**config.mk**
```make
export PLATFORM = sky130hd
export DESIGN_NAME = qpc_counter
export DESIGN_NICKNAME = d
export VERILOG_FILES = /design/src/hw/qpc_pkg.sv /design/src/hw/qpc_decoder.sv /design/src/hw/qpc_counter.sv
export VERILOG_INCLUDE_DIRS = /design/src /design/src/hw
export SDC_FILE = /design/constraint.sdc
export NUM_CORES = 1
export LEC_CHECK = 0
export BUFFER_PORTS_ARGS = -buffer_cell sky130_fd_sc_hd__buf_2
export CAP_MARGIN = 20
export CORE_MARGIN = 1.5
export CORE_UTILIZATION = 39
export DETAILED_ROUTE_END_ITERATION = 7
export SYNTH_ARGS = -nofsm -noshare
export SYNTH_HDL_FRONTEND = slang
export SYNTH_SLANG_ARGS = --single-unit
export TNS_END_PERCENT = 30
```
**constraint.sdc**
```tcl
create_clock -name mclk -period 3.75 [get_ports mclk]
set_input_delay 0 -clock mclk [delete_from_list [all_inputs] [get_ports mclk]]
set_output_delay 0 -clock mclk [all_outputs]
set_load 0.02 [all_outputs]
```
**src/hw/qpc_params.svh**
```systemverilog
// constants of the quadrature position counter: mode codes and reset values
// assumes it is included by the package and the design files by bare name
`ifndef QPC_PARAMS_SVH
`define QPC_PARAMS_SVH

// counter width and reset values
`define QPC_CNT_W 32
`define QPC_CNT_RST 32'h0000_0000
`define QPC_CNT_ZERO 32'h0000_0000
`define QPC_CNT_ONE 32'h0000_0001

// count source select codes
`define QPC_SRC_QUAD 2'h0
`define QPC_SRC_DIR 2'h1
`define QPC_SRC_UP 2'h2
`define QPC_SRC_DOWN 2'h3

// counter reset mode codes
`define QPC_RM_INDEX 2'h0
`define QPC_RM_MAX 2'h1
`define QPC_RM_FIRST 2'h2
`define QPC_RM_UNIT 2'h3

// index latch select codes, ignored in reset-on-index mode
`define QPC_IL_NONE 2'h0
`define QPC_IL_RISE 2'h1
`define QPC_IL_FALL 2'h2
`define QPC_IL_MARK 2'h3

// synchroniser reset level of the pin samples
`define QPC_PIN_RST 4'h0

`endif

```
**src/hw/qpc_pkg.sv**
```systemverilog
// types shared by the decoder and the position counter
// assumes qpc_params.svh sits in the include path
`include "qpc_params.svh"

package qpc_pkg;

  // decoder control bits, driven by software as plain ports
  typedef struct packed {
    logic [1:0] count_source_select;
    logic swap;
    logic double_resolution_bit;
    logic phase_a_invert;
    logic phase_b_invert;
    logic index_invert_bit;
    logic strobe_invert;
    logic sync_output_enable;
    logic sync_pin_select;
  } qpc_dec_ctl_t;

  // counter control bits
  typedef struct packed {
    logic [1:0] reset_mode_field;
    logic [1:0] index_latch_select;
  } qpc_cnt_ctl_t;

  // status bits shown to software
  typedef struct packed {
    logic first_marker_seen;
    logic first_marker_direction;
    logic latched_direction_bit;
    logic counter_error_status;
  } qpc_status_t;

  // sticky flags, same layout is used for the clear strobes
  typedef struct packed {
    logic phase_error_flag;
    logic overflow_flag;
    logic underflow_flag;
    logic counter_error_irq_flag;
    logic compare_match_flag;
    logic index_latch_flag;
  } qpc_flags_t;

  // one-cycle events from the decoder to the counter
  typedef struct packed {
    logic count_pulse;
    logic count_direction;
    logic phase_error;
    logic index_rise;
    logic index_fall;
    logic edge_is_b;
    logic edge_level;
  } qpc_dec_evt_t;

endpackage

```
**src/hw/qpc_decoder.sv**
```systemverilog
// decoder unit: pin synchronisers, polarity, swap and count pulse generation
// assumes raw encoder pins are asynchronous to mclk
`timescale 1ns/1ps
`include "qpc_params.svh"

module qpc_decoder (
  input wire logic mclk,
  input wire logic reset,
  input wire logic phase_a_input,
  input wire logic phase_b_input,
  input wire logic index_input,
  input wire logic strobe_input,
  input wire qpc_pkg::qpc_dec_ctl_t dec_ctl,
  output qpc_pkg::qpc_dec_evt_t evt,
  output logic strobe_level
);
  import qpc_pkg::*;

  //////////////////////////////////////////////////////////////////////////////
  // state
  logic [3:0] meta_r; // first stage, read only by sync_r
  logic [3:0] sync_r; // second stage
  logic [3:0] prev_r; // previous qualified sample
  logic [3:0] qual_nxt; // qualified sample after polarity, before swap
  qpc_dec_evt_t evt_r;
  qpc_dec_evt_t evt_nxt;
  logic dir_r;
  logic dir_nxt;

  //////////////////////////////////////////////////////////////////////////////
  // next-value logic: bit order a, b, index, strobe
  always_comb begin
    logic a_n;
    logic b_n;
    logic a_e;
    logic b_e;
    a_n = 1'b0;
    b_n = 1'b0;
    a_e = 1'b0;
    b_e = 1'b0;
    // polarity before decoding
    qual_nxt[0] = sync_r[0] ^ dec_ctl.phase_a_invert;
    qual_nxt[1] = sync_r[1] ^ dec_ctl.phase_b_invert;
    qual_nxt[2] = sync_r[2] ^ dec_ctl.index_invert_bit;
    qual_nxt[3] = sync_r[3] ^ dec_ctl.strobe_invert;
    // swap exchanges the phases, reversing direction
    a_n = dec_ctl.swap ? qual_nxt[1] : qual_nxt[0];
    b_n = dec_ctl.swap ? qual_nxt[0] : qual_nxt[1];
    // edges by comparing successive samples
    a_e = a_n ^ prev_r[0];
    b_e = b_n ^ prev_r[1];
    evt_nxt = '0;
    dir_nxt = dir_r;
    evt_nxt.index_rise = qual_nxt[2] & ~prev_r[2];
    evt_nxt.index_fall = ~qual_nxt[2] & prev_r[2];
    case (dec_ctl.count_source_select)
      `QPC_SRC_QUAD: begin
        // both phases moving in one sample is illegal: no count
        evt_nxt.phase_error = a_e & b_e;
        if (a_e && !b_e) begin
          dir_nxt = a_n ^ b_n;
          evt_nxt.count_pulse = 1'b1;
          evt_nxt.edge_level = a_n;
        end else if (b_e && !a_e) begin
          dir_nxt = ~(a_n ^ b_n);
          evt_nxt.count_pulse = 1'b1;
          evt_nxt.edge_is_b = 1'b1;
          evt_nxt.edge_level = b_n;
        end
      end
      `QPC_SRC_DIR: begin
        // phase a is the clock, phase b the direction
        dir_nxt = b_n;
        evt_nxt.count_pulse = a_n & ~prev_r[0];
        evt_nxt.edge_level = 1'b1;
      end
      `QPC_SRC_UP: begin
        dir_nxt = 1'b1;
        evt_nxt.count_pulse = dec_ctl.double_resolution_bit ? a_e : (a_n & a_e);
        evt_nxt.edge_level = a_n;
      end
      default: begin
        dir_nxt = 1'b0;
        evt_nxt.count_pulse = dec_ctl.double_resolution_bit ? a_e : (a_n & a_e);
        evt_nxt.edge_level = a_n;
      end
    endcase
    evt_nxt.count_direction = dir_nxt;
  end

  //////////////////////////////////////////////////////////////////////////////
  // registers only
  always_ff @(posedge mclk or posedge reset) begin
    if (reset) begin
      meta_r <= `QPC_PIN_RST;
      sync_r <= `QPC_PIN_RST;
      prev_r <= `QPC_PIN_RST;
      evt_r <= '0;
      dir_r <= 1'b1;
    end else begin
      meta_r <= {strobe_input, index_input, phase_b_input, phase_a_input};
      sync_r <= meta_r;
      prev_r <= {qual_nxt[3:2], dec_ctl.swap ? qual_nxt[0] : qual_nxt[1],
                 dec_ctl.swap ? qual_nxt[1] : qual_nxt[0]};
      evt_r <= evt_nxt;
      dir_r <= dir_nxt;
    end
  end

  assign evt = evt_r;
  assign strobe_level = prev_r[3];

endmodule

```
**src/hw/qpc_counter.sv**
```systemverilog
// position counter and control unit with its decoder instance
// assumes config ports come from software registers on mclk, pins are async
`timescale 1ns/1ps
`include "qpc_params.svh"

// Functional notes
// - two-bit field selects four count sources
// - quadrature counts every edge, leading phase sets direction
// - in quadrature, simultaneous phase edges set phase error flag
// - swap bit exchanges phases before decoding
// - direction mode: a clocks, b gives direction
// - up mode counts a rises, both if doubled
// - down mode counts a rises, both if doubled
// - four polarity bits invert inputs, one index
// - compare sync high while counter equals compare
// - sync enable gates pin, select picks pin
// - up past maximum wraps zero, down loads maximum
// - wraps set overflow or underflow flag
// - two-bit field picks one of four resets
// - index mode: marker clears forward, maximum reverse
// - first edge after index is first marker
// - later markers align to same relative edge
// - index mode latches counter and direction at marker
// - index mode marker updates error status, sticky error flag
// - index mode ignores latch select, only errors
// - maximum mode resets at limits, sets flags
// - maximum mode still records first marker
module qpc_counter (
  input wire logic mclk,
  input wire logic reset,
  input wire logic phase_a_input,
  input wire logic phase_b_input,
  input wire logic index_input,
  input wire logic strobe_input,
  input wire qpc_pkg::qpc_dec_ctl_t decoder_control_reg,
  input wire qpc_pkg::qpc_cnt_ctl_t counter_control_reg,
  input wire logic [31:0] position_maximum,
  input wire logic [31:0] position_compare_value,
  input wire logic unit_timeout,
  input wire qpc_pkg::qpc_flags_t flag_clear,
  output logic [31:0] position_counter,
  output logic [31:0] index_latch_reg,
  output logic count_pulse,
  output logic count_direction,
  output qpc_pkg::qpc_status_t counter_status_reg,
  output qpc_pkg::qpc_flags_t interrupt_flag_reg,
  output logic compare_sync,
  output logic index_pin_out,
  output logic index_pin_oe,
  output logic strobe_pin_out,
  output logic strobe_pin_oe,
  output logic strobe_level
);
  import qpc_pkg::*;

  //////////////////////////////////////////////////////////////////////////////
  // helper functions

  // reload value after a reset event: zero forward, maximum reverse
  function automatic logic [31:0] reset_target(input logic up,
    input logic [31:0] max);
    reset_target = up ? `QPC_CNT_ZERO : max;
  endfunction

  // one count step with wrap at both ends
  function automatic logic [31:0] step(input logic up, input logic [31:0] cnt,
                                       input logic [31:0] max);
    if (up) begin
      step = (cnt == max) ? `QPC_CNT_ZERO : cnt + `QPC_CNT_ONE;
    end else begin
      step = (cnt == `QPC_CNT_ZERO) ? max : cnt - `QPC_CNT_ONE;
    end
  endfunction

  //////////////////////////////////////////////////////////////////////////////
  // decoder unit
  qpc_dec_evt_t evt; // one-cycle events from the decoder

  qpc_decoder u_decoder (
    .mclk(mclk),
    .reset(reset),
    .phase_a_input(phase_a_input),
    .phase_b_input(phase_b_input),
    .index_input(index_input),
    .strobe_input(strobe_input),
    .dec_ctl(decoder_control_reg),
    .evt(evt),
    .strobe_level(strobe_level)
  );

  //////////////////////////////////////////////////////////////////////////////
  // state of the counter group
  logic [31:0] cnt_r; // position counter
  logic [31:0] cnt_nxt;
  logic [31:0] latch_r; // index latch
  logic [31:0] latch_nxt;
  qpc_status_t sts_r; // status bits
  qpc_status_t sts_nxt;
  qpc_flags_t flg_r; // sticky flags
  qpc_flags_t flg_nxt;
  logic armed_r; // index edge seen, waiting for the marker edge
  logic armed_nxt;
  logic edge_b_r; // phase of the first marker edge
  logic edge_b_nxt;
  logic edge_lvl_r; // level of the first marker edge
  logic edge_lvl_nxt;

  logic sync_r; // compare sync
  logic sync_nxt;
  logic [3:0] pin_r; // index out, index oe, strobe out, strobe oe
  logic [3:0] pin_nxt;

  logic pulse_r; // count pulse as seen by the counter
  logic dir_r; // direction as seen by the counter

  // marker detection, shared by the reset and latch paths
  logic marker; // index event marker this cycle
  logic rel_lvl; // expected level of the aligned edge
  logic ovf; // wrap up this cycle
  logic unf; // wrap down this cycle
  logic do_latch; // index latch taken this cycle

  //////////////////////////////////////////////////////////////////////////////
  // next-value logic
  always_comb begin
    // direction change relative to the first marker flips the expected level
    rel_lvl = edge_lvl_r ^ (evt.count_direction != sts_r.first_marker_direction);
    // the first marker is any count edge; later ones must line up
    marker = evt.count_pulse & armed_r &
             (~sts_r.first_marker_seen |
              ((evt.edge_is_b == edge_b_r) & (evt.edge_level == rel_lvl)));

    // arming: a new index edge wins over the marker that disarms
    armed_nxt = armed_r;
    if (evt.index_rise) begin
      armed_nxt = 1'b1;
    end else if (marker) begin
      armed_nxt = 1'b0;
    end

    // counter update
    cnt_nxt = cnt_r;
    ovf = 1'b0;
    unf = 1'b0;
    case (counter_control_reg.reset_mode_field)
      `QPC_RM_INDEX: begin
        if (marker) begin
          // the marker edge itself reloads instead of counting
          cnt_nxt = reset_target(evt.count_direction, position_maximum);
        end else if (evt.count_pulse) begin
          cnt_nxt = step(evt.count_direction, cnt_r, position_maximum);
        end
      end
      `QPC_RM_FIRST: begin
        if (marker && !sts_r.first_marker_seen) begin
          cnt_nxt = reset_target(evt.count_direction, position_maximum);
        end else if (evt.count_pulse) begin
          cnt_nxt = step(evt.count_direction, cnt_r, position_maximum);
        end
      end
      `QPC_RM_UNIT: begin
        if (unit_timeout) begin
          cnt_nxt = reset_target(evt.count_direction, position_maximum);
        end else if (evt.count_pulse) begin
          cnt_nxt = step(evt.count_direction, cnt_r, position_maximum);
        end
      end
      default: begin
        // reset on maximum: plain wrap at both limits
        if (evt.count_pulse) begin
          cnt_nxt = step(evt.count_direction, cnt_r, position_maximum);
        end
      end
    endcase

    // wraps are taken only from a counting step, not from a reload
    if (evt.count_pulse && !(marker && counter_control_reg.reset_mode_field == `QPC_RM_INDEX)
        && !(counter_control_reg.reset_mode_field == `QPC_RM_UNIT && unit_timeout)
        && !(marker && !sts_r.first_marker_seen
             && counter_control_reg.reset_mode_field == `QPC_RM_FIRST)) begin
      ovf = evt.count_direction & (cnt_r == position_maximum);
      unf = ~evt.count_direction & (cnt_r == `QPC_CNT_ZERO);
    end

    // first marker record, kept in every reset mode
    sts_nxt = sts_r;
    edge_b_nxt = edge_b_r;
    edge_lvl_nxt = edge_lvl_r;

    if (marker && !sts_r.first_marker_seen) begin
      sts_nxt.first_marker_seen = 1'b1;
      sts_nxt.first_marker_direction = evt.count_direction;
      edge_b_nxt = evt.edge_is_b;
      edge_lvl_nxt = evt.edge_level;
    end

    // index latch: latch select is ignored in reset-on-index mode
    do_latch = 1'b0;
    if (counter_control_reg.reset_mode_field == `QPC_RM_INDEX) begin
      do_latch = marker;
    end else begin
      case (counter_control_reg.index_latch_select)
        `QPC_IL_RISE: do_latch = evt.index_rise;
        `QPC_IL_FALL: do_latch = evt.index_fall;
        `QPC_IL_MARK: do_latch = marker;
        default: do_latch = 1'b0;
      endcase
    end

    latch_nxt = latch_r;
    if (do_latch) begin
      latch_nxt = cnt_r;
      sts_nxt.latched_direction_bit = evt.count_direction;
    end

    // error check only in reset-on-index mode
    if (marker && counter_control_reg.reset_mode_field == `QPC_RM_INDEX) begin
      sts_nxt.counter_error_status = (cnt_r != `QPC_CNT_ZERO) &&
                                     (cnt_r != position_maximum);
    end

    // compare sync follows the counter value
    sync_nxt = (cnt_nxt == position_compare_value);


    // sticky flags: a set in the clear cycle wins
    flg_nxt = flg_r & ~flag_clear;
    if (evt.phase_error) begin
      flg_nxt.phase_error_flag = 1'b1;
    end
    if (ovf) begin
      flg_nxt.overflow_flag = 1'b1;
    end
    if (unf) begin
      flg_nxt.underflow_flag = 1'b1;
    end
    if (marker && counter_control_reg.reset_mode_field == `QPC_RM_INDEX &&
        sts_nxt.counter_error_status) begin
      flg_nxt.counter_error_irq_flag = 1'b1;
    end
    if (sync_nxt && !sync_r) begin
      flg_nxt.compare_match_flag = 1'b1;
    end
    if (do_latch) begin
      flg_nxt.index_latch_flag = 1'b1;
    end

    // sync routed to both pins, enable only while selected
    pin_nxt[3] = sync_nxt;
    pin_nxt[2] = decoder_control_reg.sync_output_enable &
                 ~decoder_control_reg.sync_pin_select;
    pin_nxt[1] = sync_nxt;
    pin_nxt[0] = decoder_control_reg.sync_output_enable &
                 decoder_control_reg.sync_pin_select;
  end

  //////////////////////////////////////////////////////////////////////////////
  // registers only
  always_ff @(posedge mclk or posedge reset) begin
    if (reset) begin
      cnt_r <= `QPC_CNT_RST;
      latch_r <= `QPC_CNT_RST;
      sts_r <= '0;
      flg_r <= '0;
      armed_r <= 1'b0;
      edge_b_r <= 1'b0;
      edge_lvl_r <= 1'b0;
      sync_r <= 1'b0;
      pin_r <= 4'h0;
      pulse_r <= 1'b0;
      dir_r <= 1'b1;
    end else begin
      cnt_r <= cnt_nxt;
      latch_r <= latch_nxt;
      sts_r <= sts_nxt;
      flg_r <= flg_nxt;
      armed_r <= armed_nxt;
      edge_b_r <= edge_b_nxt;
      edge_lvl_r <= edge_lvl_nxt;
      sync_r <= sync_nxt;
      pin_r <= pin_nxt;
      pulse_r <= evt.count_pulse;
      dir_r <= evt.count_direction;
    end
  end

  //////////////////////////////////////////////////////////////////////////////
  // outputs, all from flip-flops
  assign position_counter = cnt_r;
  assign index_latch_reg = latch_r;
  assign counter_status_reg = sts_r;
  assign interrupt_flag_reg = flg_r;
  assign compare_sync = sync_r;
  assign count_pulse = pulse_r;
  assign count_direction = dir_r;

  assign index_pin_out = pin_r[3];
  assign index_pin_oe = pin_r[2];
  assign strobe_pin_out = pin_r[1];
  assign strobe_pin_oe = pin_r[0];

endmodule

```
==> run metrics, run 1 <==
failing checks negative setup slack; met1 WL 17.9 mm; Clk Latency, worst-skew pair 370 ps; Final WS setup -346 ps; crit-path leading delay family simple AND/OR/NAND/NOR gates; Pwr Density 753 nW/um^2; critical path required time 4020 ps; most frequent CP cell or4_4; Ports 173; clk slew on worst S/H paths 90 ps; vias in the first global route 9557; outcome complete, but fails checks; final setup fails 2; R2R setup slack -350 ps; RSZ-0062 raised after global routing true; final routed DRC violation total 0; Peak Freq 244 MHz; final slew viol count 0; GRT Total Usage 39.9%; cells along the critical path buf_4 > xor2_1 > nor4_2 > and4_1 > nand3_1 > buf_4 > a41oi_1 > or4_4 > a2111o_1 > or4_4 > or4_4 > o41ai_2; Avg Inst Size Synth approximately 8.3 sq um; area growth from synthesis to final layout 43.6%; Yosys cell types 79; Post-synth EDFFs 0; die area around 21000 sq um; Worst-Margin Slew 818 ps; worst r2r src position_counter[28]$_DFF_PP0_; R2R depth 12; commonest cells after routing, fill and taps aside 245 x buf_4, 172 x buf_2, 95 x dfrtp_1; # Max-Cap Violations 0; CP max FO 10; global-route wire length before repair 62.4 mm; Final Cell Area 11500 sq um; Synth Register Bits ~100; Critical Path Max Stage Delay 540 ps; Die H about 150 microns; placed instance area 10800 sq um; clk buf depth 2; layout cells sized above 1 37.9%; Reg-to-Reg End interrupt_flag_reg[1]$_DFF_PP0_; DR WL met2 approximately 18 mm; ANT nets after route 0; cell area after synthesis about 8000 sq um; routed length per placed instance 26.3 microns; Tot Pwr around 8.6 mW; gpl congestion 1.05; final HPWL from detailed placement 33.9 mm; NumNets Final 1443; syn_nets 1062; Place WS -583 ps; initial antenna violation count 1; CORE AREA 20200 sq um; Critical Path Sink interrupt_flag_reg[1]$_DFF_PP0_; Vias/cell 5.99; leakage approximately 5.3 nW; final worst-path cycle share 109%; Clock Sinks 102; Via Count 9701; H-tree Lvls 3; worst hold path type primary input to flop; Initial Utilization 39.6%; Seq/Total Area, Yosys 32.0%; Yosys warning count 0; startpoint types flop; CP bufs+invs 2; final WL 42.6 mm; CTS root buffer clkbuf_16; VDD IR-drop max roughly 310 uV; DR iter-0 viols 909; highest metal used met4; Port Buffers approximately 170; critical path depth 12; Crit Path Category flop to flop; Worst EP arrival 4370 ps; total iterations of the first detailed-routing run 6; Mapped Cells 963; Final Hold Vio Count 0; CTS tree done; aggregate global routing overflow 0; Clock Skew 13.5 ps; endpoint class of the critical path flop; number of CTS-inserted buffers 9; shortest period the worst path allows approximately 4100 ps; met3 wire length 3.83 mm; # rows 52; slew margin rel. 45.2%; Worst setup startpoint position_counter[28]$_DFF_PP0_; slowest CP cell xor2_1; Horiz. Die Dim 146 microns; Top FF cell, synth dfrtp_1; asr flop ratio synth 100%; largest net degree at the start of global routing 48; most common cell after layout, fill and taps aside buf_4
==> synth_stat cells, types with 10 or more instances <==
cell / n / area share, %
a21oi_1: 29 / 1.8
a22oi_1: 13 / 1.2
clkbuf_1: 58 / 2.7
dfrtp_1: 100 / 31
inv_1: 41 / 1.9
mux2_2: 22 / 3.1
mux2i_1: 16 / 2.0
nand2_1: 82 / 3.9
nand2b_1: 10 / 0.78
nand3_1: 33 / 2.1
nand4_1: 20 / 1.6
nor2_1: 61 / 2.9
nor3_1: 37 / 2.3
nor4_1: 31 / 2.4
o21ai_0: 69 / 4.3
o22ai_1: 10 / 0.78
o31ai_1: 11 / 1.0
or3_1: 11 / 0.86
or4_1: 17 / 1.6
xnor2_1: 40 / 4.4
xor2_1: 59 / 6.5
==> worst reg2reg max path: cells and delay by family, from the launching register on <==
family	cells	cell delay, ps
buffers and inverters	2	360
AND/OR/NAND/NOR	6	2040
AO/OA/AOI/OAI	3	680
XOR/XNOR	1	540
flip-flops	1	390
==> how the worst min path moves through the flow <==
stage / cells after the start / slack, ps / to / start
after floorplan: 0 / 30 / u_decoder.meta_r[0]$_DFF_PP0_ / phase_a_input
after global placement: 2 / 90 / u_decoder.evt[2]$_DFF_PP0_ / reset
after detailed placement: 1 / 110 / u_decoder.meta_r[0]$_DFF_PP0_ / phase_a_input
after CTS: 3 / 7 / position_counter[29]$_DFF_PP0_ / position_maximum[29]
after global routing: 2 / 20 / position_counter[3]$_DFF_PP0_ / position_maximum[3]
final: 2 / 20 / position_counter[3]$_DFF_PP0_ / position_maximum[3]
==> through the flow <==
stage,utilization [%],hold WS [ps],TNS [ps],instances
finish,56.8,16.8,-645,1620
global route,56.8,20.1,-793,1619
CTS,56.5,6.58,-523,1617
detailed placement,53.7,110,-1110,1578
global placement,53.7,92.3,-1280,1578
floorplan,-,31.4,-404,963
==> timing repair <==
action / in CTS / in global routing
pin swaps: 1 / 2
hold buffers: 23 / 0
endpoints found under the hold margin: 61 / 0
resized for setup: 10 / 12
buffers inserted: 0 / 2
endpoints found under the setup margin: 2 / 2
==> logic make-up after synthesis <==
logic type	share of synthesized area, %
and+or+nand+nor	23.7
xor gates and xnor gates	10.9
DFF	32.0
adders and majority gates	1.25
buffers and inverters	5.83
muxes	5.30
AOI/OAI and AO/OA	21.1
==> metal layers <==
layer,up-vias,track usage (%)
li1,4319,-
met1,4696,53.4
met2,556,60.4
met3,130,8.66
met4,0,21.2
met5,-,0
==> where the power goes <==
group | switching (mW) | internal [mW]
Combinational | 3.42 | 2.43
Clock | 0.521 | 0.472
Sequential | 0.319 | 1.48
==> area by class of cell <==
cell class	instances	area, sq um
Clock buffer	10	229
Sequential cell	102	2560
Fill cell	1983	8700
Timing Repair Buffer	445	3020
Clock inverter	6	63.8
Tap cell	270	338
Inverter	41	159
Multi-Input combinational cell	745	5090
Antenna cell	1	2.50
Note: power is estimated with default switching activity, not from simulation.
==> run 2, diff against run 1 <==
ABC_AREA = 1   (was unset)
GPL_TIMING_DRIVEN = 0   (was unset)
==> run 2 against run 1 <==
- the flow now finishes without violations
- register-to-register slack better by 920 ps
- synthesized cell count increased by 39%
- total power is 15% lower
- combinational power is 21% lower
- critical path depth is 10 higher
- flip-flop and latch count unchanged
- worst setup slack better by 920 ps
- utilization fell by 7.0 points
- sequential power decreased by 4%
- highest routed layer unchanged
==> run metrics, run 2 <==
Reg power frac 23.4% (+2.6 points); Clk pwr share 14.1% (+2.6 points); final HPWL from detailed placement 24.9 mm (-27%); Reg-to-Reg End interrupt_flag_reg[1]$_DFF_PP0_; Port Buffers 172 (unchanged); crit-path leading delay family simple AND/OR/NAND/NOR gates; Avg Inst Size Synth 6.32 sq um (-24%); # Max-Cap Violations 0 (unchanged); final worst-path cycle share 84.6% (-25 points); final slew viol count 0 (unchanged); # rows 53 (+1.9%); ANT nets after route 0 (unchanged); R2R depth 22 (+10); CORE AREA 21200 sq um (+4.9%); final core occ 49.8% (-7.0 points); leakage 5.58 nW (+4.5%); top cells by area, synth dfrtp_1 30%, nand2_1 24%, nand3_1 6.0%, nor2_1 5.9%, inv_1 5.2%; CP bufs+invs 2 (unchanged); switching power 3.88 mW (-8.8%); vias in the first global route 8831 (-7.6%); VDD IR-drop max 302 uV (-3.7%); Critical Path Sink interrupt_flag_reg[1]$_DFF_PP0_; CTS tree done; startpoint types flop; routed length per placed instance 17.2 microns (-35%); slew margin rel. 48.8% (+3.6 points); Critical Path Max Stage Delay 530 ps (about the same); Yosys warning count 0 (unchanged); Final Hold Vio Count 0 (unchanged); asr flop ratio synth 100% (unchanged); Finished Layout Cells 1855 (+15%); count leader, synth nand2_1; die area 22500 sq um (+5.7%); worst r2r src position_counter[0]$_DFF_PP0_; Multi-input gate area 4960 sq um (-2.6%); Worst-Margin Slew 768 ps (-49.2 ps); layout cells sized above 1 20.4% (-17 points); final WL 31.9 mm (-25%); RSZ-0062 raised after global routing false; Pwr Density 700 nW/um^2 (-7.1%); initial antenna violation count 0 (-1); shortest period the worst path allows 3170 ps (-924 ps); Worst EP arrival 3480 ps (-890 ps); Internal 3.49 mW (-20%); critical path required time 4060 ps (+40 ps); global-route wire length before repair 48.5 mm (-22%); Initial Utilization 39.9% (+0.35 points); endpoint class of the critical path flop; Placed Cells incl. Taps 1785 (+13%); Vias/cell 5.11 (-15%); gpl congestion 0.990 (-5.9%); most common cell after layout, fill and taps aside nand2_1; GRT Total Usage 28.7% (-11 points); outcome finished, final reports clean; Via Count 9477 (-2.3%); CP max FO 8 (-2); critical path depth 22 (+10); area growth from synthesis to final layout 24.8%; cells along the critical path inv_2 > ha_1 > nand2_1 > nor2_1 > nand2_1 > o21ai_0 > nand2_1 > nand2_1 > nand3_1 > nand2_1 > nand2_1 > nand2_2 > nand2_2 > nand2_1 > nand2_1 > inv_2 > nand2_1 > nor2_1 > nand2_1 > nor2_2 > nand3_1 > nand2_1; Mapped Cells 1337 (+39%); R2R setup slack 580 ps (+920 ps); worst hold path type primary input to flop; Peak Freq 315 MHz (+29%); Storage cell area 2550 sq um (-0.24%); Horiz. Die Dim 150 microns (+2.8%); largest area contributor in the netlist dfrtp_1; Ports 173 (unchanged); cell area after synthesis 8450 sq um (+5.8%); Clock Sinks 102 (unchanged); number of CTS-inserted buffers 9 (unchanged); Crit Path Category flop to flop; Tot Pwr 7.37 mW (-15%); final setup fails 0 (-2); Gate power share 62.6% (-5.1 points); slowest CP cell dfrtp_1; syn_nets 1436 (+35%); final routed DRC violation total 0 (unchanged); # diodes 0 (-1); Seq/Total Area, Yosys 30.3% (-1.8 points); CTS root buffer clkbuf_16; Post-synth EDFFs 0 (unchanged); commonest cells after routing, fill and taps aside 530 x nand2_1, 188 x buf_2, 133 x nor2_1; DR iter-0 viols 766 (-16%); Clock Skew 11.2 ps (-2.33 ps); Clk Latency, worst-skew pair 370 ps (about the same); Top FF cell, synth dfrtp_1; clk buf depth 2 (unchanged); Worst setup startpoint position_counter[0]$_DFF_PP0_; aggregate global routing overflow 0 (unchanged); Synth Register Bits 102 (unchanged); Die H 150 microns (+2.8%); total iterations of the first detailed-routing run 7 (+1); most frequent CP cell nand2_1; top cells by count, synth 530 x nand2_1, 133 x nor2_1, 118 x inv_1; Post-CTS Setup Bufs 0 (unchanged); Filler cells 2260 (+14%); Synth top area share 29.6% (-1.7 points); H-tree Lvls 3 (unchanged); largest net degree at the start of global routing 56 (+17%); NumNets Final 1674 (+16%); clk slew on worst S/H paths 80 ps (about the same); Sw Share 52.6% (+3.3 points); Yosys cell types 45 (-43%)
-- run 2: cell types whose count changed in the layout (fill, tap and decap cells not counted), moves of 21 or more --
cell | previous run | this run
nand2_2 | 0 | 21
nor3_1 | 34 | 5
dlygate4sd3_1 | 23 | 54
nor2_1 | 61 | 133
nand2_1 | 82 | 530
inv_1 | 38 | 117
xor2_1 | 59 | 17
buf_4 | 245 | 15
nand3_1 | 33 | 102
nor4_1 | 26 | 0
-- run 2: how the worst min path moves through the flow --
stage                                       from                         endpoint  cells past startpoint
after global placement             phase_a_input    u_decoder.meta_r[0]$_DFF_PP0_                      1
after CTS                 counter_control_reg[2]  counter_status_reg[0]$_DFF_PP0_                      6
final                     counter_control_reg[2]  counter_status_reg[0]$_DFF_PP0_                      6
after global routing      decoder_control_reg[5]    u_decoder.prev_r[1]$_DFF_PP0_                      3
after detailed placement            strobe_input    u_decoder.meta_r[3]$_DFF_PP0_                      1
after floorplan                    phase_a_input    u_decoder.meta_r[0]$_DFF_PP0_                      0
-- run 2: worst reg2reg max path, stage by stage (launching register included) --
cell and delay (ps):
dfrtp_1 530, inv_2 240, ha_1 280, nand2_1 170, nor2_1 290, nand2_1 120
o21ai_0 170, nand2_1 130, nand2_1 90, nand3_1 60, nand2_1 80, nand2_1 60
nand2_2 100, nand2_2 60, nand2_1 50, nand2_1 50, inv_2 40, nand2_1 40
nor2_1 130, nand2_1 140, nor2_2 120, nand3_1 70, nand2_1 70
-- run 2: metal layers --
layer  track usage [%]  routed length (microns)  vias up
met2              44.3                    13800      391
met1              41.2                    14800     4414
met4              8.92                      764        0
met5                 0                        0        -
li1                  -                        -     4623
met3              4.33                     2550       49
-- run 2: metrics by stage --
stage	setup WS [ps]	setup TNS, ps	hold WS [ps]	instance area (sq um)
4_1_cts	569	0	55.9	10500
3_3_place_gp	-307	-29450	109	9650
5_1_grt	355	0	102	10500
3_5_place_dp	594	0	109	9680
2_1_floorplan	1080	0	31.4	8450
6_report	578	0	74.7	10500
-- run 2: cell families after synthesis --
kind of cell	after synthesis	synth area share, %
AO/OA/AOI/OAI	112	7.17
adder cells (fa/ha/maj)	8	1.19
XOR/XNOR	47	4.87
flip-flops	102	30.3
AND/OR/NAND/NOR	869	45.2
multiplexers	2	0.267
buffers and inverters	197	11.0
-- run 2: final cells by class --
| class | count | share of cell area [%] |
|---|---|---|
| flip-flops and latches | 102 | 24.2 |
| well taps | 275 | 3.27 |
| inverters | 138 | 4.96 |
| clock inverters | 6 | 0.724 |
| clock buffers | 10 | 2.27 |
| multi-input cells | 1038 | 47.1 |
| repair buffers | 227 | 13.6 |
| plain buffers | 59 | 3.90 |
-- run 2: power groups by stage --
stage	clock [mW]	sequential, mW	combinational (mW)
detailed placement	0	1.74	4.49
CTS	1.05	1.72	4.55
global placement	0	1.74	4.45
floorplan	0	2.12	2.72
global route	1.09	1.77	5.05
finish	1.04	1.72	4.61
-- run 2: what timing repair did --
| action | 4_1_cts | 5_1_grt |
|---|---|---|
| gates resized for setup | 0 | 0 |
| endpoints found under the hold margin | 102 | 0 |
| hold buffers | 54 | 0 |
| setup endpoints to repair | 0 | 0 |
==> run 3, diff against run 2 <==
clock period = 2.8 ns   (was 3.75 ns; I/O delays follow)
==> run 3 against run 2 <==
- global-route usage up 0.30 points
- sequential power rose by 35%
- final cell count grew 2.3%
- utilization is 4.0 points higher
- worst setup slack lost 480 ps
- clock power grew 34%
- combinational power grew 51%
- wire length is 3.2% higher
- register-to-register slack got worse by 480 ps
- clock-buffer cell count unchanged
- critical path type unchanged
- critical endpoint unchanged
- largest cell class unchanged
- largest power group unchanged
- highest routed layer unchanged
==> run metrics, run 3 (synthesis results as in run 2) <==
most frequent CP cell nand2_1; Critical Path Max Stage Delay 450 ps (-80 ps); VDD IR-drop max 419 uV (+39%); outcome finished, final reports clean; slowest CP cell dfrtp_2; Clk Latency, worst-skew pair 380 ps (about the same); endpoint class of the critical path flop; CTS root buffer clkbuf_16; Port Buffers 172 (unchanged); final setup fails 0 (unchanged); NumNets Final 1716 (+2.5%); Horiz. Die Dim 150 microns (unchanged); Finished Layout Cells 1897 (+2.3%); die area 22500 sq um (unchanged); cells along the critical path clkinv_4 > ha_2 > nand3_1 > nor2_1 > nand2_1 > nor2_4 > inv_4 > buf_6 > nand2_1 > nand3_1 > nand2_1 > nand2_1 > nand2_2 > nand2_2 > nand2_1 > nand2_1 > inv_2 > nand2_1 > nor2_2 > nand2_2 > nor2_2 > nand3_1 > nand2_1; Via Count 9736 (+2.7%); worst hold path type primary input to flop; most common cell after layout, fill and taps aside nand2_1; # rows 53 (unchanged); final HPWL from detailed placement 24.9 mm (unchanged); Placed Cells incl. Taps 1785 (unchanged); aggregate global routing overflow 0 (unchanged); Ports 173 (unchanged); Die H 150 microns (unchanged); number of CTS-inserted buffers 9 (unchanged); Tot Pwr 10.7 mW (+45%); Initial Utilization 39.9% (unchanged); global-route wire length before repair 49.0 mm (+1.1%); DR iter-0 viols 918 (+20%); Final Hold Vio Count 0 (unchanged); shortest period the worst path allows 2700 ps (-474 ps); largest net degree at the start of global routing 56 (unchanged); R2R setup slack 100 ps (-480 ps); clk buf depth 2 (unchanged); Vias/cell 5.13 (+0.46%); gpl congestion 0.990 (unchanged); Filler cells 2186 (-3.3%); final routed DRC violation total 0 (unchanged); Multi-input gate area 5300 sq um (+6.8%); ANT nets after route 0 (unchanged); H-tree Lvls 3 (unchanged); GRT Total Usage 29.0% (+0.30 points); CP max FO 10 (+2); layout cells sized above 1 26.4% (+5.9 points); clk slew on worst S/H paths 80 ps (about the same); Peak Freq 371 MHz (+18%); leakage 5.94 nW (+6.4%); # diodes 0 (unchanged); Clock Sinks 102 (unchanged); Clock Skew 10.8 ps (-0.337 ps); Final WS setup 102 ps (-476 ps); Worst-Margin Slew 787 ps (+18.9 ps); final slew viol count 0 (unchanged); CORE AREA 21200 sq um (unchanged); critical path required time 3110 ps (-950 ps); # Max-Cap Violations 0 (unchanged); Storage cell area 2560 sq um (+0.15%); routed length per placed instance 17.3 microns (+0.88%); Place WS -356 ps (-950 ps); vias in the first global route 8919 (+1.0%); Crit Path Category flop to flop; startpoint types flop; total iterations of the first detailed-routing run 5 (-2); RSZ-0062 raised after global routing true; final worst-path cycle share 96.3% (+12 points); Hold Slack 73.5 ps (-1.21 ps); final WL 32.9 mm (+3.2%); Pwr Density 940 nW/um^2 (+34%); CTS tree done; initial antenna violation count 0 (unchanged); slew margin rel. 47.5% (-1.3 points); area growth from synthesis to final layout 34.8%; Worst EP arrival 3010 ps (-470 ps); commonest cells after routing, fill and taps aside 515 x nand2_1, 178 x buf_2, 114 x inv_1, 114 x nor2_1, 97 x dfrtp_1
## run 3: per-stage QoR
stage                     setup TNS [ps]  util (%)  cell area [sq um]
after detailed placement            -685      45.8               9680
final                                  0      53.8              11400
after global placement           -125480      45.6               9650
after CTS                              0      50.8              10700
after global routing               -58.3      53.8              11400
after floorplan                        0         -               8450
## run 3: worst paths after layout
path / from / cells past startpoint / end
max in group asynchronous: reset / 4 / count_direction$_DFF_PP1_
min in group asynchronous: reset / 3 / index_latch_reg[1]$_DFFE_PP0P_
worst min register to register: u_decoder.meta_r[2]$_DFF_PP0_ / 0 / u_decoder.sync_r[2]$_DFF_PP0_
worst max register to register: position_counter[0]$_DFF_PP0_ / 23 / interrupt_flag_reg[1]$_DFF_PP0_
worst max-delay path: position_counter[0]$_DFF_PP0_ / 23 / interrupt_flag_reg[1]$_DFF_PP0_
worst min-delay path: counter_control_reg[2] / 6 / counter_status_reg[0]$_DFF_PP0_
## run 3: critical path: cells and delay by family, from the launching register on
family                   cells  cell delay [ps]
flip-flops                   1              450
buffers and inverters        4              390
adder cells (fa/ha/maj)      1              200
AND/OR/NAND/NOR             18             1590
## run 3: cell type report
class	count	share of cell area, %
Clock inverter	6	0.671
Multi-Input combinational cell	1039	46.5
Tap cell	275	3.02
Buffer	59	4.47
Timing Repair Buffer	268	15.7
Sequential cell	102	22.5
Inverter	138	5.06
Clock buffer	10	2.10
## run 3: per-layer routing
metal  part of all wire [%]  track usage, %
met5                      0               0
met4                    2.6            9.75
met3                    8.6            4.00
met2                     44            44.9
met1                     45            41.5
## run 3: power by group
part	leakage (nW)	internal [mW]	switching, mW
Clock	0.155	0.734	0.661
Combinational	4.50	2.43	4.55
Sequential	1.29	1.96	0.356
Total	5.94	5.13	5.57
## run 3: what timing repair did
| action | CTS | global route |
|---|---|---|
| pin swaps | 9 | 36 |
| hold buffers | 54 | 0 |
| cloned | 1 | 2 |
| resized for setup | 30 | 125 |
| endpoints found under the hold margin | 102 | 0 |
| setup endpoints to repair | 2 | 15 |
| setup buffers | 13 | 26 |
